## config.mk

```make
export PLATFORM = sky130hd
export DESIGN_NAME = acq_sequencer
export DESIGN_NICKNAME = d
export VERILOG_FILES = /design/src/acq_row_timer.v /design/src/acq_sequencer.v
export VERILOG_INCLUDE_DIRS = /design/src
export SDC_FILE = /design/constraint.sdc
export NUM_CORES = 1
export LEC_CHECK = 0
export ABC_AREA = 1
export BUFFER_PORTS_ARGS = -buffer_cell sky130_fd_sc_hd__buf_2
export CAP_MARGIN = 25
export CORE_UTILIZATION = 49
export DETAILED_ROUTE_END_ITERATION = 12
export GPL_TIMING_DRIVEN = 0
export PLACE_DENSITY_LB_ADDON = 0.3
export SLEW_MARGIN = 20
export SYNTH_ARGS = -nofsm -noshare
export SYNTH_HDL_FRONTEND = slang
export SYNTH_HIERARCHICAL = 1
export SYNTH_SLANG_ARGS = --single-unit
```

## constraint.sdc

```tcl
create_clock -name clk_sys -period 7.6 [get_ports clk_sys]
set_input_delay 1.52 -clock clk_sys [delete_from_list [all_inputs] [get_ports clk_sys]]
set_output_delay 1.52 -clock clk_sys [all_outputs]
set_load 0.05 [all_outputs]
```

## src/acq_map.vh

```
`ifndef ACQ_MAP_VH
`define ACQ_MAP_VH
// register word addresses
`define ACQ_REG_CTRL      4'h0
`define ACQ_REG_MODE      4'h1
`define ACQ_REG_COUNT     4'h2
`define ACQ_REG_EXPOSURE  4'h3
`define ACQ_REG_PERIOD    4'h4
`define ACQ_REG_TRGDLY    4'h5
`define ACQ_REG_WINDOW    4'h6
`define ACQ_REG_SPEED     4'h7
`define ACQ_REG_STATUS    4'h8
`define ACQ_REG_DONE      4'h9
// ctrl bits (write 1 pulses)
`define ACQ_CTRL_START    0
`define ACQ_CTRL_ABORT    1
`define ACQ_CTRL_SWTRIG   2
// mode fields
`define ACQ_MODE_ACQ_LO   0
`define ACQ_MODE_ACQ_HI   1
`define ACQ_MODE_TRG_LO   2
`define ACQ_MODE_TRG_HI   3
`define ACQ_MODE_GLOBAL   4
`define ACQ_MODE_SCAN_LO  5
`define ACQ_MODE_SCAN_HI  6
`define ACQ_MODE_ALT      7
`define ACQ_MODE_LIVE     8
// acquisition modes
`define ACQ_AM_SINGLE     2'h0
`define ACQ_AM_SERIES     2'h1
`define ACQ_AM_ACCUM      2'h2
`define ACQ_AM_CONT       2'h3
// trigger sources
`define ACQ_TS_INTERNAL   2'h0
`define ACQ_TS_EXTERNAL   2'h1
`define ACQ_TS_HOST       2'h2
// scan patterns
`define ACQ_SC_CENTRE     2'h0
`define ACQ_SC_SINGLE     2'h1
`define ACQ_SC_DUAL_A     2'h2
`define ACQ_SC_DUAL_B     2'h3
// reset values
`define ACQ_RST_MODE      9'h000
`define ACQ_RST_COUNT     32'h0000_0001
`define ACQ_RST_EXPOSURE  32'h0000_0001
`define ACQ_RST_WINDOW    16'h000a
`define ACQ_RST_SPEED     16'h0001
// row time in sensor clocks
`define ACQ_ROW_CLOCKS    2624
`endif

```

## src/acq_row_timer.v

```verilog
`timescale 1ns/1ns
`default_nettype none
// row tick generator: one pulse every ROW_CLOCKS clk_sys cycles while run is high
module acq_row_timer #(
    parameter ROW_CLOCKS = 2624
) (
    // clock and reset
    input  wire        clk_sys,
    input  wire        sys_rst,
    // control
    input  wire        run,
    // tick
    output reg         row_tick
);
    reg [15:0] cnt_q;
    always @(posedge clk_sys) begin
        if (sys_rst || !run) begin
            cnt_q    <= 16'h0000;
            row_tick <= 1'b0;
        end else if (cnt_q == ROW_CLOCKS[15:0] - 16'h0001) begin
            cnt_q    <= 16'h0000;
            row_tick <= 1'b1;
        end else begin
            cnt_q    <= cnt_q + 16'h0001;
            row_tick <= 1'b0;
        end
    end
endmodule
`default_nettype wire

```

## src/acq_sequencer.v

```verilog
`timescale 1ns/1ns
`default_nettype none
`include "acq_map.vh"
module acq_sequencer #(
    parameter ROW_CLOCKS  = `ACQ_ROW_CLOCKS,
    parameter READ_ROWS   = 1080
) (
    // clock and reset
    input  wire        clk_sys,
    input  wire        sys_rst,
    // avalon-mm slave
    input  wire [3:0]  avs_address,
    input  wire        avs_read,
    input  wire        avs_write,
    input  wire [31:0] avs_writedata,
    output reg  [31:0] avs_readdata,
    output reg         avs_waitrequest,
    // external trigger pin
    input  wire        ext_trigger,
    // sensor side
    input  wire        sensor_readout_done,
    output reg         sensor_expose,
    output reg         sensor_readout,
    output reg         sensor_reference,
    output reg  [1:0]  scan_pattern,
    output reg         scan_upward,
    // output link
    input  wire        link_frame_sent,
    output reg         frame_send,
    // status
    output reg         trigger_ready,
    output reg         acq_running
);
    localparam ST_IDLE   = 3'h0;
    localparam ST_WAIT   = 3'h1;
    localparam ST_DELAY  = 3'h2;
    localparam ST_REF    = 3'h3;
    localparam ST_EXPOSE = 3'h4;
    localparam ST_READ   = 3'h5;
    localparam ST_SEND   = 3'h6;
    localparam ST_PACE   = 3'h7;

    reg [2:0]  state_q;
    reg [8:0]  mode_q;
    reg [31:0] count_q;
    reg [31:0] exposure_q;
    reg [31:0] exp_live_q;
    reg [31:0] period_q;
    reg [31:0] trgdly_q;
    reg [15:0] window_q;
    reg [15:0] speed_q;
    reg [31:0] frames_q;
    reg [31:0] rows_q;
    reg [31:0] pace_q;
    reg        start_q;
    reg        abort_q;
    reg        swtrig_q;
    reg        sweep_flip_q;
    reg [2:0]  ext_sync_q;
    reg        ext_level_q;
    reg        ext_edge_q;

    wire [1:0] acq_mode   = mode_q[`ACQ_MODE_ACQ_HI:`ACQ_MODE_ACQ_LO];
    wire [1:0] trig_src   = mode_q[`ACQ_MODE_TRG_HI:`ACQ_MODE_TRG_LO];
    wire       global_sh  = mode_q[`ACQ_MODE_GLOBAL];
    wire       alternating_sweep_direction = mode_q[`ACQ_MODE_ALT];
    wire       live_mode  = mode_q[`ACQ_MODE_LIVE];
    wire       row_tick;

    function [31:0] rd_mux;
        input [3:0] a;
        begin
            case (a)
                `ACQ_REG_MODE:     rd_mux = {23'h000000, mode_q};
                `ACQ_REG_COUNT:    rd_mux = count_q;
                `ACQ_REG_EXPOSURE: rd_mux = exposure_q;
                `ACQ_REG_PERIOD:   rd_mux = period_q;
                `ACQ_REG_TRGDLY:   rd_mux = trgdly_q;
                `ACQ_REG_WINDOW:   rd_mux = {16'h0000, window_q};
                `ACQ_REG_SPEED:    rd_mux = {16'h0000, speed_q};
                `ACQ_REG_STATUS:   rd_mux = {26'h0000000, sweep_flip_q, trigger_ready,
                                             acq_running, state_q};
                `ACQ_REG_DONE:     rd_mux = frames_q;
                default:           rd_mux = 32'h0000_0000;
            endcase
        end
    endfunction

    // avalon slave: one wait cycle, answer on second cycle of request
    always @(posedge clk_sys) begin
        if (sys_rst) begin
            avs_waitrequest <= 1'b1;
            avs_readdata    <= 32'h0000_0000;
            mode_q          <= `ACQ_RST_MODE;
            count_q         <= `ACQ_RST_COUNT;
            exposure_q      <= `ACQ_RST_EXPOSURE;
            period_q        <= 32'h0000_0000;
            trgdly_q        <= 32'h0000_0000;
            window_q        <= `ACQ_RST_WINDOW;
            speed_q         <= `ACQ_RST_SPEED;
            start_q         <= 1'b0;
            abort_q         <= 1'b0;
            swtrig_q        <= 1'b0;
        end else begin
            start_q  <= 1'b0;
            abort_q  <= 1'b0;
            swtrig_q <= 1'b0;
            if ((avs_read || avs_write) && avs_waitrequest) begin
                avs_waitrequest <= 1'b0;
                avs_readdata    <= rd_mux(avs_address);
                if (avs_write) begin
                    case (avs_address)
                        `ACQ_REG_CTRL: begin
                            start_q  <= avs_writedata[`ACQ_CTRL_START];
                            abort_q  <= avs_writedata[`ACQ_CTRL_ABORT];
                            swtrig_q <= avs_writedata[`ACQ_CTRL_SWTRIG];
                        end
                        // setup fields only change while idle, except exposure, which is written at any time
                        `ACQ_REG_MODE:     if (!acq_running) mode_q <= avs_writedata[8:0];
                        `ACQ_REG_COUNT:    if (!acq_running) count_q <= avs_writedata;
                        `ACQ_REG_EXPOSURE: exposure_q <= avs_writedata;
                        `ACQ_REG_PERIOD:   if (!acq_running) period_q <= avs_writedata;
                        `ACQ_REG_TRGDLY:   if (!acq_running) trgdly_q <= avs_writedata;
                        `ACQ_REG_WINDOW:   if (!acq_running) window_q <= avs_writedata[15:0];
                        `ACQ_REG_SPEED:    if (!acq_running) speed_q <= avs_writedata[15:0];
                        default: ;
                    endcase
                end
            end else begin
                avs_waitrequest <= 1'b1;
            end
        end
    end

    // external trigger: three flops, change counts when last two agree
    always @(posedge clk_sys) begin
        if (sys_rst) begin
            ext_sync_q  <= 3'h0;
            ext_level_q <= 1'b0;
            ext_edge_q  <= 1'b0;
        end else begin
            ext_sync_q <= {ext_sync_q[1:0], ext_trigger};
            ext_edge_q <= 1'b0;
            if (ext_sync_q[2] == ext_sync_q[1] && ext_sync_q[2] != ext_level_q) begin
                ext_level_q <= ext_sync_q[2];
                ext_edge_q  <= ext_sync_q[2];
            end
        end
    end

    // row phase restarts with each exposure so it lasts whole rows
    wire row_run = acq_running && (state_q != ST_REF);

    acq_row_timer #(
        .ROW_CLOCKS (ROW_CLOCKS)
    ) u_row (
        .clk_sys  (clk_sys),
        .sys_rst  (sys_rst),
        .run      (row_run),
        .row_tick (row_tick)
    );

    // trigger of the selected type; internal fires whenever ready (max rate)
    reg trig_now;
    always @* begin
        case (trig_src)
            `ACQ_TS_INTERNAL: trig_now = 1'b1;
            `ACQ_TS_EXTERNAL: trig_now = ext_edge_q;
            `ACQ_TS_HOST:     trig_now = swtrig_q;
            default:          trig_now = 1'b0;
        endcase
    end

    wire limit_hit = (acq_mode == `ACQ_AM_SINGLE && frames_q != 32'h0) ||
                     (acq_mode == `ACQ_AM_SERIES && frames_q >= count_q);
    wire valid_trig = trigger_ready && trig_now;
    wire long_exp  = exp_live_q > READ_ROWS;

    always @(posedge clk_sys) begin
        if (sys_rst) begin
            state_q          <= ST_IDLE;
            acq_running      <= 1'b0;
            trigger_ready    <= 1'b0;
            frames_q         <= 32'h0000_0000;
            rows_q           <= 32'h0000_0000;
            pace_q           <= 32'h0000_0000;
            exp_live_q       <= `ACQ_RST_EXPOSURE;
            sensor_expose    <= 1'b0;
            sensor_readout   <= 1'b0;
            sensor_reference <= 1'b0;
            scan_pattern     <= `ACQ_SC_CENTRE;
            scan_upward      <= 1'b0;
            sweep_flip_q     <= 1'b0;
            frame_send       <= 1'b0;
        end else if (abort_q) begin
            state_q          <= ST_IDLE;
            acq_running      <= 1'b0;
            trigger_ready    <= 1'b0;
            sensor_expose    <= 1'b0;
            sensor_readout   <= 1'b0;
            sensor_reference <= 1'b0;
            frame_send       <= 1'b0;
        end else begin
            frame_send <= 1'b0;
            case (state_q)
                ST_IDLE: if (start_q) begin
                    frames_q     <= 32'h0000_0000;
                    acq_running  <= 1'b1;
                    sweep_flip_q <= 1'b0;
                    scan_pattern <= mode_q[`ACQ_MODE_SCAN_HI:`ACQ_MODE_SCAN_LO];
                    state_q      <= ST_WAIT;
                    trigger_ready <= 1'b1;
                end
                ST_WAIT: begin
                    if (limit_hit) begin
                        state_q       <= ST_IDLE;
                        acq_running   <= 1'b0;
                        trigger_ready <= 1'b0;
                    end else if (valid_trig) begin
                        trigger_ready <= 1'b0;
                        exp_live_q    <= exposure_q;
                        scan_upward   <= alternating_sweep_direction & sweep_flip_q;
                        rows_q        <= 32'h0000_0000;
                        pace_q        <= 32'h0000_0000;
                        state_q       <= (trig_src == `ACQ_TS_EXTERNAL) ? ST_DELAY : ST_REF;
                    end
                end
                ST_DELAY: begin
                    if (rows_q >= trgdly_q) begin
                        rows_q  <= 32'h0000_0000;
                        state_q <= ST_REF;
                    end else begin
                        rows_q <= rows_q + 32'h1;
                    end
                end
                ST_REF: begin
                    if (global_sh) begin
                        sensor_reference <= 1'b1;
                        if (sensor_readout_done && sensor_reference) begin
                            sensor_reference <= 1'b0;
                            sensor_expose    <= 1'b1;
                            state_q          <= ST_EXPOSE;
                        end
                    end else begin
                        sensor_expose <= 1'b1;
                        state_q       <= ST_EXPOSE;
                    end
                end
                ST_EXPOSE: begin
                    if (row_tick) begin
                        pace_q <= pace_q + 32'h1;
                        if (rows_q + 32'h1 >= exp_live_q) begin
                            sensor_expose  <= 1'b0;
                            sensor_readout <= 1'b1;
                            state_q        <= ST_READ;
                        end else begin
                            rows_q <= rows_q + 32'h1;
                        end
                    end
                end
                ST_READ: if (sensor_readout_done) begin
                    sensor_readout <= 1'b0;
                    frame_send     <= 1'b1;
                    frames_q       <= frames_q + 32'h1;
                    sweep_flip_q   <= ~sweep_flip_q;
                    state_q        <= ST_SEND;
                end
                ST_SEND: if (link_frame_sent || !live_mode) begin
                    state_q <= ST_PACE;
                end
                ST_PACE: begin
                    if (row_tick) begin
                        pace_q <= pace_q + 32'h1;
                    end
                    // period limit counts rows; long exposures only
                    if (trig_src != `ACQ_TS_INTERNAL || period_q == 32'h0 || !long_exp ||
                        pace_q >= period_q) begin
                        state_q       <= ST_WAIT;
                        trigger_ready <= ~limit_hit;
                    end
                end
                default: state_q <= ST_IDLE;
            endcase
        end
    end
endmodule
`default_nettype wire

```

==> results.md <==
- Nets: 3,239
- Max Slew Vio Count: 0
- Pre-CTS setup slack: 2.99 ns
- Period Utilization, post-route: 61.6%
- Critical-path maximum fanout: 10
- CP Class: reg2reg
- Relative slew slack: 38.3%
- CP most frequent cell: nor2_1
- Power Density: 274 nW/um2
- GRT Resource Usage Total: 34.3%
- Slowest-stage cell, CP: a21oi_2
- Top post-synthesis cells by area: dfxtp_1 37%, nand2_1 11%, a21oi_1 8.3%, ha_1 8.3%, nor2_1 7.6%
- CP bufs+invs: 4
- Worst Setup End Kind: flip-flop
- Outcome: finished clean
- R2R depth: 22
- Max stage delay on crit path: 0.56 ns
- Post-Synthesis Cells: 2,932
- Main synth FF type: dfxtp_1
- RSZ-0062 raised after global routing: no
- Critical Path AT: 5.18 ns
- R2R setup slack: 2.91 ns
- Max Cap Viol: 0
- Yosys top cell area share: 36.7%
- RR Endpoint: rows_q[24]$_SDFFE_PP0P_
- Worst-margin pin slew: 0.926 ns
- Root buf cell: clkbuf_16
- Die H: 205 um
- Synthesized area per cell: 6.85 um2
- First-pass GRT wire length: 110,000 um
- CTS buffer count: 42
- Core Box Area: 40,100 um2
- TritonCTS clock tree: built
- Seq cells post-synth: 368
- GRT busiest layer: met2
- Met1 Use GR: 45.6%
- Port-buffer cells: 84
- Post-CTS setup buffer count: 0
- Critical Path RT: 8.10 ns
- Clock latency on the worst-skew pair: 0.58 ns
- Distinct cells, synth: 51
- Crit-path cells: nand2_1 > nor2_1 > nand2_1 > nor3_1 > nand3_1 > nor2_1 > xnor2_1 > inv_1 > ha_1 > nand2_1 > nor2_1 > nor2_1 > nand3_1 > a21oi_1 > nand3_1 > a21oi_2 > nand2_2 > inv_2 > buf_4 > buf_6 > nor2_1 > nor2_1
- Total congestion overflow: 0
- Cell Rows: 73
- Register area share after synthesis: 36.7%
- Post-synth ARST share: 0%
- Fin. Hold Viols: 0
- Met3 Use GR: 6.01%
- Die Footprint: 41,800 um2
- Yosys top cell by area: dfxtp_1
- Cts hold-fix bufs: 0
- Delay-heaviest family, CP: simple AND/OR/NAND/NOR gates
- Final worst path period need: 4.69 ns
- Startpoint Class: flip-flop
- Final setup viols: 0
- Fin Setup TNS: 0 ns
- DR iter-0 viols: 2,124
- Peak Freq: 213 MHz
- Drt drc: 0
- Number of routed nets with antenna violations: 0
- Syn_nets: 3,108
- Synthesized area: 20,100 um2
- Htree depth: 2
- Placed insts: 3,542
- Worst hold stages: 2
- Die width: 205 um
- Clock Pin Slew Worst Setup and Hold Paths: 0.06 ns
- Hold_sp: ext_sync_q[0]$_SDFF_PP0_
- CTS Buffer Depth: 3
- Overall Power: 6.21 mW
- Total routed wirelength: 71,900 um
- Worst hold path endpoint: ext_sync_q[1]$_SDFF_PP0_
- Met2 Track Usage GR: 54.2%
- Vias per inst: 5.72
- Vias in the first global route: 19,156
- Leakage power: 9.43 nW
- Post-DP HPWL: 56,600 um
- Reg-to-Reg Start: rows_q[16]$_SDFFE_PP0P_
- Setup Skew: 0.0266 ns
- Share of cells above drive strength 1: 6.78%
- Routed len/inst: 19.8 um
- Hold slack final: 0.403 ns
- GPL Wtd Cong: 1.02
- Initial Util: 50.1%
- Initial antenna violation count: 1
- Yosys Warn Count: 6
- Vias: 20,728
- Final Instance Count excl. Fillers: 3,622
- Worst min-delay path category: reg2reg
- # IOs: 85
- Worst VDD drop: 0.000278 V
- Worst setup margin: 2.91 ns
- Post-CTS Resized: 0
- Synth-to-layout area growth: 12.9%
- Largest net degree at the start of global routing: 14
- Sink Count: 368
- 1st-pass router iterations: 6
- Post-synth EDFFs: 0
-- where the power goes --
group,switching [mW],internal (mW),total (mW)
Sequential,0.148,2.09,2.24
Clock,0.871,1.32,2.19
Combinational,1.20,0.581,1.78
-- worst min-delay path: cells and delay by family, from the launching register on --
kind                   cells  cell delay (ns)
flip-flops                 1             0.30
buffers and inverters      1             0.04
AND/OR/NAND/NOR            1             0.03
-- cells by family after synthesis --
logic type	after synthesis	synth area share (%)
xor+xnor	61	2.66
fa+ha+maj	133	8.28
simple gates	1226	25.2
buf+inv	473	9.15
compound gates	671	18.1
flops	368	36.7
-- cell type report --
type | instances | area, um2
Clock buffer | 64 | 1260
Inverter | 360 | 1360
Buffer | 113 | 483
Timing Repair Buffer | 87 | 452
Fill cell | 3924 | 17400
Clock inverter | 13 | 211
Tap cell | 525 | 657
Antenna cell | 1 | 2.50
Sequential cell | 368 | 7370
Multi-Input combinational cell | 2091 | 10900
-- cell usage after synthesis, types with 4 or more instances --
master    count
clkinv_1      4
xor2_1       34
a211oi_1      5
nor2_1      407
nor4_1       19
xnor2_1      27
nand3_1      91
buf_6         4
nand2_2       6
o21ai_0     219
buf_2        17
inv_2         5
o21a_1        4
a31oi_1       5
a21oi_1     334
nand4_1      34
o31ai_1       5
ha_1        133
inv_1       350
o211ai_1      8
o22ai_1      46
nor3_1       49
nand2_1     599
o221ai_1     21
dfxtp_1     368
a21o_1        4
clkbuf_1     84
buf_1         6
a221oi_1      6
-- routing by layer --
| metal | up-vias | wire length [um] |
|---|---|---|
| met5 | - | 0 |
| met4 | 0 | 3360 |
| met3 | 198 | 7260 |
| met2 | 1027 | 31400 |
| met1 | 9579 | 29800 |
| li1 | 9924 | - |
-- sequential cells by signal, indices dropped and copies added (netlist names), 32 cells and up --
signal	cells
avs_readdata	32
count_q	32
exp_live_q	32
exposure_q	32
frames_q	32
pace_q	32
period_q	32
rows_q	32
trgdly_q	32
-- how the worst max path moves through the flow --
stage / from / endpoint / slack, ns / cells after the start
finish: rows_q[16]$_SDFFE_PP0P_ / rows_q[24]$_SDFFE_PP0P_ / 2.91 / 22
floorplan: rows_q[0]$_SDFFE_PP0P_ / rows_q[23]$_SDFFE_PP0P_ / 4.36 / 22
global route: rows_q[14]$_SDFFE_PP0P_ / rows_q[24]$_SDFFE_PP0P_ / 2.38 / 22
CTS: rows_q[14]$_SDFFE_PP0P_ / rows_q[24]$_SDFFE_PP0P_ / 2.94 / 22
global placement: rows_q[14]$_SDFFE_PP0P_ / rows_q[23]$_SDFFE_PP0P_ / 3.08 / 22
detailed placement: rows_q[14]$_SDFFE_PP0P_ / rows_q[24]$_SDFFE_PP0P_ / 2.99 / 22
-- through the flow --
stage          area, um2  util [%]
2_1_floorplan      20100         -
3_3_place_gp       21200      52.8
3_5_place_dp       21200      52.9
4_1_cts            22700      56.5
5_1_grt            22700      56.6
6_report           22700      56.6
-- placed cells by master (no fill, tap or decap), drive strengths merged, types with 2 or more instances in the layout --
| cell type | count |
|---|---|
| a31oi | 5 |
| o22ai | 46 |
| o221ai | 21 |
| clkinv | 9 |
| o21ai | 222 |
| nand2 | 606 |
| o31ai | 5 |
| nor2 | 412 |
| a221oi | 6 |
| a21o | 4 |
| nor3 | 51 |
| xnor2 | 27 |
| o21a | 4 |
| o21bai | 2 |
| dfxtp | 368 |
| inv | 358 |
| nand3 | 95 |
| xor2 | 34 |
| a21oi | 336 |
| nor2b | 2 |
| o211ai | 8 |
| nor4 | 19 |
| ha | 133 |
| nand4 | 35 |
| buf | 115 |
| o41ai | 3 |
| clkbuf | 149 |
| a211oi | 5 |
| bufinv | 5 |
| or2 | 4 |
Note: power is estimated with default switching activity, not from simulation.
